`src/tcm_defs.svh`:
```
`ifndef TCM_DEFS_SVH
`define TCM_DEFS_SVH

// Register byte offsets
`define TCM_OFF_MODE_LOW 8'h18
`define TCM_OFF_MODE_HIGH 8'h1c
`define TCM_OFF_CHAN_EN 8'h20
`define TCM_OFF_CMP_BASE 8'h34
`define TCM_OFF_LOCK 8'h44
`define TCM_OFF_STATUS 8'h48
`define TCM_CMP_STRIDE 8'h04

// Reset values
`define TCM_MODE_RESET 16'h0000
`define TCM_CHAN_EN_RESET 16'h0000
`define TCM_CMP_RESET 16'h0000
`define TCM_LOCK_RESET 2'h0

// Field positions: 8 mode bits per channel, 4 enable-register bits per channel
`define TCM_CH_BITS 8
`define TCM_EN_STRIDE 4
`define TCM_EN_BIT 0
`define TCM_P_BIT 1
`define TCM_NP_BIT 3

// Channel direction codes
`define TCM_DIR_OUT 2'h0
`define TCM_DIR_OWN 2'h1
`define TCM_DIR_NEIGH 2'h2
`define TCM_DIR_TRIG 2'h3

// Compare mode codes
`define TCM_OCM_FROZEN 3'h0
`define TCM_OCM_SET 3'h1
`define TCM_OCM_CLR 3'h2
`define TCM_OCM_TOGGLE 3'h3
`define TCM_OCM_LOW 3'h4
`define TCM_OCM_HIGH 3'h5
`define TCM_OCM_PWM1 3'h6
`define TCM_OCM_PWM2 3'h7

// Protection level that freezes compare mode and preload enable while the channel is set as output
`define TCM_LOCK_FULL 2'h3

// Trigger sample stages ahead of the reference flop: 2 + 1 = 3 cycles
`define TCM_FAST_STAGES 2

// Bus responses
`define TCM_RESP_OKAY 2'h0
`define TCM_RESP_SLVERR 2'h2

`endif

```
`src/tcm_pkg.sv`:
```
package tcm_pkg;
  // One channel's mode byte seen as output stage
  typedef struct packed {
    logic clr_en;
    logic [2:0] mode;
    logic pe;
    logic fe;
    logic [1:0] dir;
  } tcm_oc_cfg_t;

  // The same byte seen as input stage
  typedef struct packed {
    logic [3:0] filt;
    logic [1:0] psc;
    logic [1:0] dir;
  } tcm_ic_cfg_t;

  // Counter state supplied by the time base
  typedef struct packed {
    logic [15:0] value;
    logic down;
  } tcm_cnt_t;
endpackage

```
`src/tcm_channel_mode.sv`:
```
`include "tcm_defs.svh"
module tcm_channel_mode #(
  parameter int ADDR_W = 8,
  parameter int NCH = 4
) (
  input wire logic aclk,
  input wire logic aresetn,
  input wire logic [ADDR_W-1:0] s_axi_awaddr,
  input wire logic s_axi_awvalid,
  output logic s_axi_awready,
  input wire logic [31:0] s_axi_wdata,
  input wire logic [3:0] s_axi_wstrb,
  input wire logic s_axi_wvalid,
  output logic s_axi_wready,
  output logic [1:0] s_axi_bresp,
  output logic s_axi_bvalid,
  input wire logic s_axi_bready,
  input wire logic [ADDR_W-1:0] s_axi_araddr,
  input wire logic s_axi_arvalid,
  output logic s_axi_arready,
  output logic [31:0] s_axi_rdata,
  output logic [1:0] s_axi_rresp,
  output logic s_axi_rvalid,
  input wire logic s_axi_rready,
  input wire tcm_pkg::tcm_cnt_t counter_value,
  input wire logic update_event,
  input wire logic external_trigger_filtered,
  input wire logic trigger_edge,
  input wire logic [NCH-1:0] timer_input,
  input wire logic internal_trigger_input,
  input wire logic trigger_source_internal,
  output logic [NCH-1:0] output_reference,
  output logic [NCH-1:0] oc_out,
  output logic [NCH-1:0] ocn_out,
  output logic [NCH-1:0] capture_event
);

  logic [15:0] channel_mode_low;
  logic [15:0] channel_mode_high;
  logic [15:0] channel_enable_reg;
  logic [1:0] lock_level;
  logic [15:0] cmp_shadow [NCH];
  logic [15:0] compare_value_reg [NCH];
  logic [NCH-1:0] ic_level;
  logic [4:0] dts_div;
  logic aw_hold;
  logic w_hold;
  logic [ADDR_W-1:0] aw_addr;
  logic [31:0] w_data;
  logic [3:0] w_strb;
  logic [31:0] mode_all;
  logic wr_go;

  assign mode_all = {channel_mode_high, channel_mode_low};
  assign wr_go = aw_hold && w_hold && !s_axi_bvalid;

  // Byte-lane merge for the 16-bit registers
  function automatic logic [15:0] merge16(input logic [15:0] old, input logic [31:0] d,
                                          input logic [3:0] s);
    merge16 = {s[1] ? d[15:8] : old[15:8], s[0] ? d[7:0] : old[7:0]};
  endfunction

  // Protect a channel's mode byte against writes the hardware refuses
  function automatic logic [7:0] guard(input logic [7:0] old, input logic [7:0] nw,
                                       input logic en, input logic lock3);
    guard = nw;
    if (en) begin
      guard[1:0] = old[1:0];
    end
    if (lock3 && old[1:0] == `TCM_DIR_OUT) begin
      guard[6:3] = old[6:3];
    end
  endfunction

  // Mode register write with both channels of the byte pair guarded
  function automatic logic [15:0] mode_wr(input logic [15:0] old, input logic [15:0] nw,
                                          input logic [1:0] en, input logic lock3);
    mode_wr = {guard(old[15:8], nw[15:8], en[1], lock3), guard(old[7:0], nw[7:0], en[0], lock3)};
  endfunction

  function automatic logic [1:0] en_pair(input logic [15:0] r, input int base);
    en_pair = {r[(base + 1) * `TCM_EN_STRIDE + `TCM_EN_BIT], r[base * `TCM_EN_STRIDE + `TCM_EN_BIT]};
  endfunction

  // Filter length N for a code
  function automatic logic [3:0] filt_len(input logic [3:0] c);
    case (c)
      4'h1: filt_len = 4'h2;
      4'h2: filt_len = 4'h4;
      4'h4, 4'h6, 4'h8, 4'hb, 4'he: filt_len = 4'h6;
      4'ha, 4'hd: filt_len = 4'h5;
      default: filt_len = 4'h8;
    endcase
  endfunction

  // Sampling divider mask relative to the dead-time clock
  function automatic logic [4:0] filt_mask(input logic [3:0] c);
    if (c < 4'h4) begin
      filt_mask = 5'h00;
    end else if (c < 4'h6) begin
      filt_mask = 5'h01;
    end else if (c < 4'h8) begin
      filt_mask = 5'h03;
    end else if (c < 4'ha) begin
      filt_mask = 5'h07;
    end else if (c < 4'hd) begin
      filt_mask = 5'h0f;
    end else begin
      filt_mask = 5'h1f;
    end
  endfunction

  // Free-running divider for the slow filter sampling rates
  always_ff @(posedge aclk) begin
    if (!aresetn) begin
      dts_div <= 5'h00;
    end else begin
      dts_div <= dts_div + 5'h01;
    end
  end

  // Write address and data are held independently, taken in either order
  always_ff @(posedge aclk) begin
    if (!aresetn) begin
      aw_hold <= 1'b0;
      w_hold <= 1'b0;
      aw_addr <= '0;
      w_data <= 32'h0000_0000;
      w_strb <= 4'h0;
      s_axi_awready <= 1'b0;
      s_axi_wready <= 1'b0;
      s_axi_bvalid <= 1'b0;
      s_axi_bresp <= `TCM_RESP_OKAY;
    end else begin
      if (s_axi_awvalid && s_axi_awready) begin
        aw_hold <= 1'b1;
        aw_addr <= s_axi_awaddr;
        s_axi_awready <= 1'b0;
      end else if (!aw_hold) begin
        s_axi_awready <= 1'b1;
      end
      if (s_axi_wvalid && s_axi_wready) begin
        w_hold <= 1'b1;
        w_data <= s_axi_wdata;
        w_strb <= s_axi_wstrb;
        s_axi_wready <= 1'b0;
      end else if (!w_hold) begin
        s_axi_wready <= 1'b1;
      end
      if (wr_go) begin
        aw_hold <= 1'b0;
        w_hold <= 1'b0;
        s_axi_bvalid <= 1'b1;
        if (aw_addr[1:0] != 2'h0 || aw_addr == `TCM_OFF_STATUS || aw_addr > `TCM_OFF_STATUS ||
            (aw_addr > `TCM_OFF_CHAN_EN && aw_addr < `TCM_OFF_CMP_BASE) || aw_addr < `TCM_OFF_MODE_LOW) begin
          s_axi_bresp <= `TCM_RESP_SLVERR;
        end else begin
          s_axi_bresp <= `TCM_RESP_OKAY;
        end
      end else if (s_axi_bvalid && s_axi_bready) begin
        s_axi_bvalid <= 1'b0;
      end
    end
  end

  // Configuration registers; stored once, read as either stage
  always_ff @(posedge aclk) begin
    if (!aresetn) begin
      channel_mode_low <= `TCM_MODE_RESET;
      channel_mode_high <= `TCM_MODE_RESET;
      channel_enable_reg <= `TCM_CHAN_EN_RESET;
      lock_level <= `TCM_LOCK_RESET;
    end else if (wr_go) begin
      if (aw_addr == `TCM_OFF_MODE_LOW) begin
        channel_mode_low <= mode_wr(channel_mode_low, merge16(channel_mode_low, w_data, w_strb),
                                    en_pair(channel_enable_reg, 0), lock_level == `TCM_LOCK_FULL);
      end else if (aw_addr == `TCM_OFF_MODE_HIGH) begin
        channel_mode_high <= mode_wr(channel_mode_high, merge16(channel_mode_high, w_data, w_strb),
                                     en_pair(channel_enable_reg, 2), lock_level == `TCM_LOCK_FULL);
      end else if (aw_addr == `TCM_OFF_CHAN_EN) begin
        channel_enable_reg <= merge16(channel_enable_reg, w_data, w_strb);
      end else if (aw_addr == `TCM_OFF_LOCK && w_strb[0]) begin
        lock_level <= w_data[1:0];
      end
    end
  end

  // Compare values: shadow always written, active follows at once or on update
  always_ff @(posedge aclk) begin
    if (!aresetn) begin
      for (int i = 0; i < NCH; i++) begin
        cmp_shadow[i] <= `TCM_CMP_RESET;
        compare_value_reg[i] <= `TCM_CMP_RESET;
      end
    end else begin
      for (int i = 0; i < NCH; i++) begin
        if (update_event && mode_all[i * `TCM_CH_BITS + 3]) begin
          compare_value_reg[i] <= cmp_shadow[i];
        end
        if (wr_go && aw_addr == `TCM_OFF_CMP_BASE + ADDR_W'(i * 4)) begin
          cmp_shadow[i] <= merge16(cmp_shadow[i], w_data, w_strb);
          if (!mode_all[i * `TCM_CH_BITS + 3]) begin
            compare_value_reg[i] <= merge16(cmp_shadow[i], w_data, w_strb);
          end
        end
      end
    end
  end

  // Read channel; one read in flight
  always_ff @(posedge aclk) begin
    if (!aresetn) begin
      s_axi_arready <= 1'b0;
      s_axi_rvalid <= 1'b0;
      s_axi_rdata <= 32'h0000_0000;
      s_axi_rresp <= `TCM_RESP_OKAY;
    end else if (s_axi_arvalid && s_axi_arready) begin
      s_axi_arready <= 1'b0;
      s_axi_rvalid <= 1'b1;
      s_axi_rresp <= `TCM_RESP_OKAY;
      s_axi_rdata <= 32'h0000_0000;
      if (s_axi_araddr == `TCM_OFF_MODE_LOW) begin
        s_axi_rdata[15:0] <= channel_mode_low;
      end else if (s_axi_araddr == `TCM_OFF_MODE_HIGH) begin
        s_axi_rdata[15:0] <= channel_mode_high;
      end else if (s_axi_araddr == `TCM_OFF_CHAN_EN) begin
        s_axi_rdata[15:0] <= channel_enable_reg;
      end else if (s_axi_araddr == `TCM_OFF_CMP_BASE) begin
        s_axi_rdata[15:0] <= cmp_shadow[0];
      end else if (s_axi_araddr == `TCM_OFF_CMP_BASE + `TCM_CMP_STRIDE) begin
        s_axi_rdata[15:0] <= cmp_shadow[1];
      end else if (s_axi_araddr == `TCM_OFF_CMP_BASE + 2 * `TCM_CMP_STRIDE) begin
        s_axi_rdata[15:0] <= cmp_shadow[2];
      end else if (s_axi_araddr == `TCM_OFF_CMP_BASE + 3 * `TCM_CMP_STRIDE) begin
        s_axi_rdata[15:0] <= cmp_shadow[3];
      end else if (s_axi_araddr == `TCM_OFF_LOCK) begin
        s_axi_rdata[1:0] <= lock_level;
      end else if (s_axi_araddr == `TCM_OFF_STATUS) begin
        s_axi_rdata[7:0] <= {ic_level, output_reference};
      end else begin
        s_axi_rresp <= `TCM_RESP_SLVERR;
      end
    end else if (s_axi_rvalid && s_axi_rready) begin
      s_axi_rvalid <= 1'b0;
      s_axi_arready <= 1'b1;
    end else if (!s_axi_rvalid) begin
      s_axi_arready <= 1'b1;
    end
  end

  for (genvar i = 0; i < NCH; i++) begin : g_ch
    tcm_pkg::tcm_oc_cfg_t oc;
    tcm_pkg::tcm_ic_cfg_t ic;
    logic en;
    logic pol;
    logic npol;
    logic match;
    logic match_d;
    logic pwm_lvl;
    logic prev_lvl;
    logic [2:0] prev_mode;
    logic [`TCM_FAST_STAGES-1:0] trig_sh;
    logic next_ref;
    logic src;
    logic raw;
    logic [3:0] flt_cnt;
    logic flt_d;
    logic [2:0] psc_cnt;
    logic [2:0] psc_mask;
    logic edge_ok;

    assign oc = tcm_pkg::tcm_oc_cfg_t'(mode_all[i * `TCM_CH_BITS +: `TCM_CH_BITS]);
    assign ic = tcm_pkg::tcm_ic_cfg_t'(mode_all[i * `TCM_CH_BITS +: `TCM_CH_BITS]);
    assign en = channel_enable_reg[i * `TCM_EN_STRIDE + `TCM_EN_BIT];
    assign pol = channel_enable_reg[i * `TCM_EN_STRIDE + `TCM_P_BIT];
    assign npol = channel_enable_reg[i * `TCM_EN_STRIDE + `TCM_NP_BIT];
    assign match = counter_value.value == compare_value_reg[i];
    assign psc_mask = {ic.psc == 2'h3, ic.psc[1], ic.psc != 2'h0};
    assign edge_ok = (ic_level[i] != flt_d) && (ic_level[i] ^ pol);

    // PWM level from the live comparison, counting direction aware
    always_comb begin
      if (!counter_value.down) begin
        pwm_lvl = counter_value.value < compare_value_reg[i];
      end else begin
        pwm_lvl = !(counter_value.value > compare_value_reg[i]);
      end
      if (oc.mode == `TCM_OCM_PWM2) begin
        pwm_lvl = !pwm_lvl;
      end
    end

    // Next reference level; clear input has top priority
    always_comb begin
      next_ref = output_reference[i];
      case (oc.mode)
        `TCM_OCM_FROZEN: next_ref = output_reference[i];
        `TCM_OCM_SET: if (match && !match_d) next_ref = 1'b1;
        `TCM_OCM_CLR: if (match && !match_d) next_ref = 1'b0;
        `TCM_OCM_TOGGLE: if (match && !match_d) next_ref = !output_reference[i];
        `TCM_OCM_LOW: next_ref = 1'b0;
        `TCM_OCM_HIGH: next_ref = 1'b1;
        default: begin
          // Fast path only exists in the PWM modes; it is ignored elsewhere
          if (oc.fe && trig_sh[`TCM_FAST_STAGES-1]) begin
            next_ref = oc.mode == `TCM_OCM_PWM2;
          end else if (pwm_lvl != prev_lvl || prev_mode == `TCM_OCM_FROZEN) begin
            next_ref = pwm_lvl;
          end
        end
      endcase
      if (oc.clr_en && external_trigger_filtered) begin
        next_ref = 1'b0;
      end
      if (oc.dir != `TCM_DIR_OUT) begin
        next_ref = 1'b0;
      end
    end

    // Output stage; pins carry their own polarity, reference stays active high
    always_ff @(posedge aclk) begin
      if (!aresetn) begin
        output_reference[i] <= 1'b0;
        oc_out[i] <= 1'b0;
        ocn_out[i] <= 1'b0;
        match_d <= 1'b0;
        prev_lvl <= 1'b0;
        prev_mode <= `TCM_OCM_FROZEN;
        trig_sh <= '0;
      end else begin
        output_reference[i] <= next_ref;
        oc_out[i] <= next_ref ^ pol;
        ocn_out[i] <= next_ref ^ npol;
        match_d <= match;
        prev_lvl <= pwm_lvl;
        prev_mode <= oc.mode;
        trig_sh <= {trig_sh[`TCM_FAST_STAGES-2:0], trigger_edge};
      end
    end

    // Source select; internal mapping dead unless internal trigger chosen
    always_comb begin
      case (ic.dir)
        `TCM_DIR_OWN: src = timer_input[i];
        `TCM_DIR_NEIGH: src = timer_input[i ^ 1];
        `TCM_DIR_TRIG: src = internal_trigger_input && trigger_source_internal;
        default: src = 1'b0;
      endcase
    end

    // Digital filter: N agreeing samples at the coded rate
    always_ff @(posedge aclk) begin
      if (!aresetn) begin
        raw <= 1'b0;
        flt_cnt <= 4'h0;
        ic_level[i] <= 1'b0;
        flt_d <= 1'b0;
      end else begin
        raw <= src;
        flt_d <= ic_level[i];
        if (ic.dir == `TCM_DIR_OUT || ic.filt == 4'h0) begin
          ic_level[i] <= raw;
          flt_cnt <= 4'h0;
        end else if ((dts_div & filt_mask(ic.filt)) == 5'h00) begin
          if (raw == ic_level[i]) begin
            flt_cnt <= 4'h0;
          end else if (flt_cnt + 4'h1 >= filt_len(ic.filt)) begin
            ic_level[i] <= raw;
            flt_cnt <= 4'h0;
          end else begin
            flt_cnt <= flt_cnt + 4'h1;
          end
        end
      end
    end

    // Event prescaler; a disabled channel holds it at zero
    always_ff @(posedge aclk) begin
      if (!aresetn) begin
        psc_cnt <= 3'h0;
        capture_event[i] <= 1'b0;
      end else if (!en) begin
        psc_cnt <= 3'h0;
        capture_event[i] <= 1'b0;
      end else if (ic.dir != `TCM_DIR_OUT && edge_ok) begin
        if ((psc_cnt & psc_mask) == psc_mask) begin
          psc_cnt <= 3'h0;
          capture_event[i] <= 1'b1;
        end else begin
          psc_cnt <= psc_cnt + 3'h1;
          capture_event[i] <= 1'b0;
        end
      end else begin
        capture_event[i] <= 1'b0;
      end
    end
  end

endmodule

```
`config.mk`:
```
export PLATFORM = sky130hd
export DESIGN_NAME = tcm_channel_mode
export DESIGN_NICKNAME = d
export VERILOG_FILES = /design/src/tcm_pkg.sv /design/src/tcm_channel_mode.sv
export VERILOG_INCLUDE_DIRS = /design/src
export SDC_FILE = /design/constraint.sdc
export NUM_CORES = 1
export LEC_CHECK = 0
export ABC_AREA = 1
export ABC_CLOCK_PERIOD_IN_PS = 4440
export BUFFER_PORTS_ARGS = -buffer_cell sky130_fd_sc_hd__buf_2
export CAP_MARGIN = 30
export CORE_ASPECT_RATIO = 1.75
export CORE_MARGIN = 5
export CORE_UTILIZATION = 40
export CTS_CLUSTER_SIZE = 25
export DETAILED_ROUTE_END_ITERATION = 12
export HOLD_SLACK_MARGIN = 0.1
export PLACE_DENSITY = 0.6
export RECOVER_POWER = 50
export REMOVE_ABC_BUFFERS = 1
export SLEW_MARGIN = 20
export SYNTH_ARGS = -nofsm -noshare
export SYNTH_HDL_FRONTEND = slang
export SYNTH_SLANG_ARGS = --single-unit
```
`constraint.sdc`:
```
create_clock -name aclk -period 4.44 [get_ports aclk]
set_clock_uncertainty 0.2 [all_clocks]
set_input_delay 0.666 -clock aclk [delete_from_list [all_inputs] [get_ports aclk]]
set_output_delay 0.666 -clock aclk [all_outputs]
set_load 0.1 [all_outputs]
```
-- Word level (Yosys, flattened, before mapping)
Memory sizes are Yosys's and may differ from the RTL's.
Cells that the tools add are included.
- register bits after elaboration: 192
- bits in latches: 0
- bits in writable memories: 128
- bits in read-only memories: 256
- bits of input ports: 85
- memories kept: 6
- memory list (memory ; depth ; width ; rd ports ; clocked after memory_dff ; wr ports ; RTL line ; RTL):
    (name not given) ; 16 ; 4 ; 1 ; 0 ; 0 ; tcm_channel_mode.sv:87 ; case (c)
    (name not given) ; 16 ; 4 ; 1 ; 0 ; 0 ; tcm_channel_mode.sv:87 ;
    (name not given) ; 16 ; 4 ; 1 ; 0 ; 0 ; tcm_channel_mode.sv:87 ;
    (name not given) ; 16 ; 4 ; 1 ; 0 ; 0 ; tcm_channel_mode.sv:87 ;
    cmp_shadow ; 4 ; 16 ; 4 ; 0 ; 4 ; tcm_channel_mode.sv:42 ; logic [15:0] cmp_shadow [NCH];
    compare_value_reg ; 4 ; 16 ; 4 ; 0 ; 4 ; tcm_channel_mode.sv:43 ; logic [15:0] compare_value_reg [NCH];
- $add $sub $neg: 9
- $mul: 0
- div/mod/pow operators: 0
- order comparisons: 36
- eq/ne operators: 84
- shifts and indexed selects: 0
- muxes and demuxes: 208
- bitwise gates (word level): 44
- reduce and logical (&&, ||, !) cells: 145
- operator list (kind ; count):
    2-to-1 mux 16 bit ; 18
    2-to-1 mux 5 bit ; 28
    2-to-1 mux 1 bit ; 103
    2-to-1 mux 4 bit ; 24
    2-to-1 mux 8 bit ; 11
    == test 16 bit ; 4
    == test 8 x 6 -> 1 bit, second input constant ; 8
    > comparator 16 bit ; 4
    < comparator 16 bit ; 4
    == test 8 x 7 -> 1 bit, second input constant ; 6
    < comparator 4 bit, second input constant ; 12
    logical AND 1 bit ; 42
    nonzero test 2 bit ; 19
    == test 3 bit, second input constant ; 12
    AND reduction 5 bit ; 7
    == test 8 x 5 -> 1 bit, second input constant ; 4
    < comparator 4 x 3 -> 1 bit, second input constant ; 8
    AND reduction 3 bit ; 10
    == test 2 bit, second input constant ; 13
    == test 3 x 2 -> 1 bit, second input constant ; 8
    logical NOT 3 bit ; 8
    case mux 1 bit (6 select lines) ; 4
    AND reduction 4 bit ; 6
    2-to-1 mux 2 bit ; 11
    30 further kinds ; 152

-- Depth between registers and ports, before layout
- depth in word-level cells: 18
- mapped depth: 19

-- Least setup slack after synthesis
Ideal clock, no wire load.
- path kind: input to register
- from: input port counter_value[16] (netlist name)
- to: register oc_out[2]
- arrival: 2.673 ns
- slack: 1.452 ns
- stages on the path: 12
- buffers on the path: 0
- path through: ha_1 -> nand2_1 -> nor2_1 -> nand2_1 -> nor3_1 -> nand2_1 -> or2_2 -> ha_1 -> a311oi_1 -> a41oi_1 -> a21oi_1 -> nor2_1
- word-level cells in the longest chain between the ends: 13
- RTL lines (element ; RTL line ; RTL):
    from (decl) ; tcm_channel_mode.sv:25 ; input wire tcm_pkg::tcm_cnt_t counter_value,
    > comparator 16 bit ; tcm_channel_mode.sv:286 ; pwm_lvl = !(counter_value.value > compare_value_reg[i]);
    logical NOT 1 bit ; tcm_channel_mode.sv:286 ;
    2-to-1 mux 1 bit ; tcm_channel_mode.sv:283 ; if (!counter_value.down) begin
    logical NOT 1 bit ; tcm_channel_mode.sv:289 ; pwm_lvl = !pwm_lvl;
    2-to-1 mux 1 bit ; tcm_channel_mode.sv:288 ; if (oc.mode == `TCM_OCM_PWM2) begin
    inequality test 1 bit ; tcm_channel_mode.sv:307 ; end else if (pwm_lvl != prev_lvl || prev_mode == `TCM_OCM_FROZEN) begin
    logical OR 1 bit (no source line) ; -- ;
    2-to-1 mux 1 bit ; tcm_channel_mode.sv:307 ;
    2-to-1 mux 1 bit ; tcm_channel_mode.sv:305 ; if (oc.fe && trig_sh[`TCM_FAST_STAGES-1]) begin
    case mux 1 bit (6 select lines) * ; tcm_channel_mode.sv:296 ; case (oc.mode)
    2-to-1 mux 1 bit * ; tcm_channel_mode.sv:312 ; if (oc.clr_en && external_trigger_filtered) begin
    2-to-1 mux 1 bit * ; tcm_channel_mode.sv:315 ; if (oc.dir != `TCM_DIR_OUT) begin
    bitwise XOR 1 bit * ; tcm_channel_mode.sv:332 ; oc_out[i] <= next_ref ^ pol;
    to (signal, indexed assignment) ; tcm_channel_mode.sv:332 ;
    to (decl) ; tcm_channel_mode.sv:33 ; output logic [NCH-1:0] oc_out,
Mark *: on every way between the ends. The rest lies on a longest branch, timed or not.
A chain may end at the register's enable or synchronous reset.

==> results.sh <==
export IMPL_outcome="finished, final reports clean"
export IMPL_die_h_um=282
export IMPL_overflow=0
export IMPL_worst_r2r_setup_slack_ns=0.98
export IMPL_cts_buffer_depth=3
export IMPL_holdPathStages=3
export IMPL_die_w_um=165
export IMPL_hold_viol=0
export IMPL_synth_ff_type="dfxtp_1"
export IMPL_critPathCaptureType="flop"
export IMPL_final_cells=2756
export IMPL_fin_setup_tns_ns=0
export IMPL_area_growth_pct=10.2
export IMPL_power_density_mw_per_mm2=327
export IMPL_vias_per_cell=5.33
export IMPL_max_freq_mhz=289
export IMPL_portBuffers=105
export IMPL_cts_sinks=312
export IMPL_rows=99
export IMPL_criticalPathCategory="flop to flop"
export IMPL_hold_ws_ns=0.150
export IMPL_syn_avg_cell_area_sq_um=8.06
export IMPL_synth_cells=2095
export IMPL_initial_core_util_pct=40.5
export IMPL_power_mw=6.09
export IMPL_yosys_warnings=0
export IMPL_setup_violations=0
export IMPL_grt_max_degree=87
export IMPL_dpl_worst_slack_ns=0.519
export IMPL_placed_cells=2704
export IMPL_globalplace_congestion=0.964
export IMPL_fin_util_pct=44.6
export IMPL_placed_cell_area_sq_mm=0.0179
export IMPL_first_iter_violations=1217
export IMPL_layout_drive_gt1_share_pct=7.45
export IMPL_tightest_slew_ns=1.30
export IMPL_cts_buffers=29
export IMPL_first_global_vias=14163
export IMPL_ys_ff_latch=312
export IMPL_cts_tree="built"
export IMPL_synth_distinct_cells=62
export IMPL_drv_slew=0
export IMPL_ir_drop_mv=0.314
export IMPL_detail_route_first_pass_iterations=6
export IMPL_routedWlPerCell_um=19.0
export IMPL_drt_met1_wl_mm=19.1
export IMPL_wl_met3_mm=2.99
export IMPL_antenna_left=0
export IMPL_clk_pin_slew_worst_paths_ns=0.06
export IMPL_top_layer="met4"
export IMPL_layout_cells_most_common="inv_1"
export IMPL_worst_slack_ns=0.980
export IMPL_hold_buffers=1
export IMPL_finalCriticalPeriod_ns=3.46
export IMPL_slew_headroom_pct=13.1
export IMPL_grt_first_pass_wirelength_mm=80.0
export IMPL_cp_max_fo=5
export IMPL_power_leakage_nw=7.87
export IMPL_vias=14694
export IMPL_cts_setup_buffers=0
export IMPL_grt_usage_pct=22.2
export IMPL_hp_class="input pin to flop"
export IMPL_period_share_pct=77.9
export IMPL_wl_met2_mm=27.1
export IMPL_synth_edf_count=128
export IMPL_cts_resized=0
export IMPL_synth_area_sq_mm=0.0169
export IMPL_crit_required_ns=4.70
export IMPL_wirelength_mm=52.5
export IMPL_seq_area_frac_synth_pct=44.6
export IMPL_cap_violations=0
export IMPL_diodes=0
export IMPL_startpoint_type="flop"
export IMPL_clk_latency_ns=0.57
export IMPL_fp_dieArea_sq_mm=0.0466
export IMPL_route_detailed_drc=0
export IMPL_final_cell_mix="inv_1, nand2_1, a21oi_1, nor2_1, dfxtp_1"
export IMPL_antenna_found_initial=0
export IMPL_cp_arrival_ns=3.72
export IMPL_hpwlAfterDp_mm=41.4
export IMPL_num_io_pins=142
export IMPL_reg2reg_depth=13
export IMPL_final_area_sq_mm=0.0186
export IMPL_clockRootBuffer="clkbuf_16"
export IMPL_grt_setup_unrepaired="false"
export IMPL_cts_max_level=1
export IMPL_core_area_sq_mm=0.0417
export IMPL_fin_nets=2380
export IMPL_synth_async_reset_ratio_pct=0
==> power breakdown <==
group,internal [mW],switching [mW],total [mW]
registers,3.05,0.0594,3.11
clock network,1.35,1.11,2.45
logic,0.138,0.397,0.534
==> kinds of logic after synthesis <==
kind of cell               synth area share, %
DFF                                       44.6
adders and majority gates                 8.37
xor gates and xnor gates                 0.726
buffers and inverters                     10.6
and+or+nand+nor                           17.0
other                                   0.0222
AOI/OAI and AO/OA                         18.7
==> metal layers <==
metal | up-vias | GRT usage (%)
met5 | - | 0
met4 | 0 | 12.2
met3 | 133 | 2.50
met2 | 536 | 40.7
met1 | 6841 | 24.6
li1 | 7184 | -
==> worst max-delay path: stages (launching register included) <==
cell and delay [ns]:
edfxtp_1 0.32, inv_1 0.04, ha_1 0.29, nand2_1 0.07, nor2_1 0.18, nand2_1 0.19
nor3_1 0.49, nand2_1 0.12, or2_2 0.33, ha_1 0.28, a311oi_1 0.26, a41oi_1 0.29
a21oi_1 0.24, nor2_1 0.06
==> worst paths after layout <==
path                                            to                     start
worst max-delay path                    ocn_out[2]  compare_value_reg[2][15]
worst min-delay path                     w_data[7]            s_axi_wdata[7]
worst max register to register          ocn_out[2]  compare_value_reg[2][15]
worst min register to register  g_ch[0].trig_sh[1]        g_ch[0].trig_sh[0]
==> synthesized netlist by cell type, drive strengths merged, types with 3 or more instances <==
cell     number  area, sq um
a311oi        5         43.8
inv         353         1330
o31ai         3         27.5
o32ai        16          140
o221ai        3         26.3
or3           4         25.0
or2           4         25.0
and3          3         18.8
o311ai        4         35.0
a2111oi       4         41.3
nand3        58          295
o2111ai      15          131
o22ai        61          413
a32oi         4         35.0
edfxtp      128         3840
o21ai       139          707
a211oi        4         30.0
a21oi       255         1280
nand2       323         1230
clkbuf       42          158
ha          113         1410
nor4          6         73.8
xor2          8         70.1
buf          42          299
a21o          4         30.0
nand4        17          106
nor2        230          935
xnor2         6         52.6
dfxtp       184         3680
nor3         20          133
a31oi         9         56.3
o211ai       15          113
==> area by class of cell <==
class | count | area, sq um
clock buffers | 35 | 768
clock inverters | 15 | 141
fillers | 4179 | 23100
inverters | 354 | 1330
multi-input cells | 1362 | 7530
flip-flops and latches | 312 | 7530
well taps | 555 | 694
repair buffers | 123 | 626
Note: power is estimated with default switching activity, not from simulation.
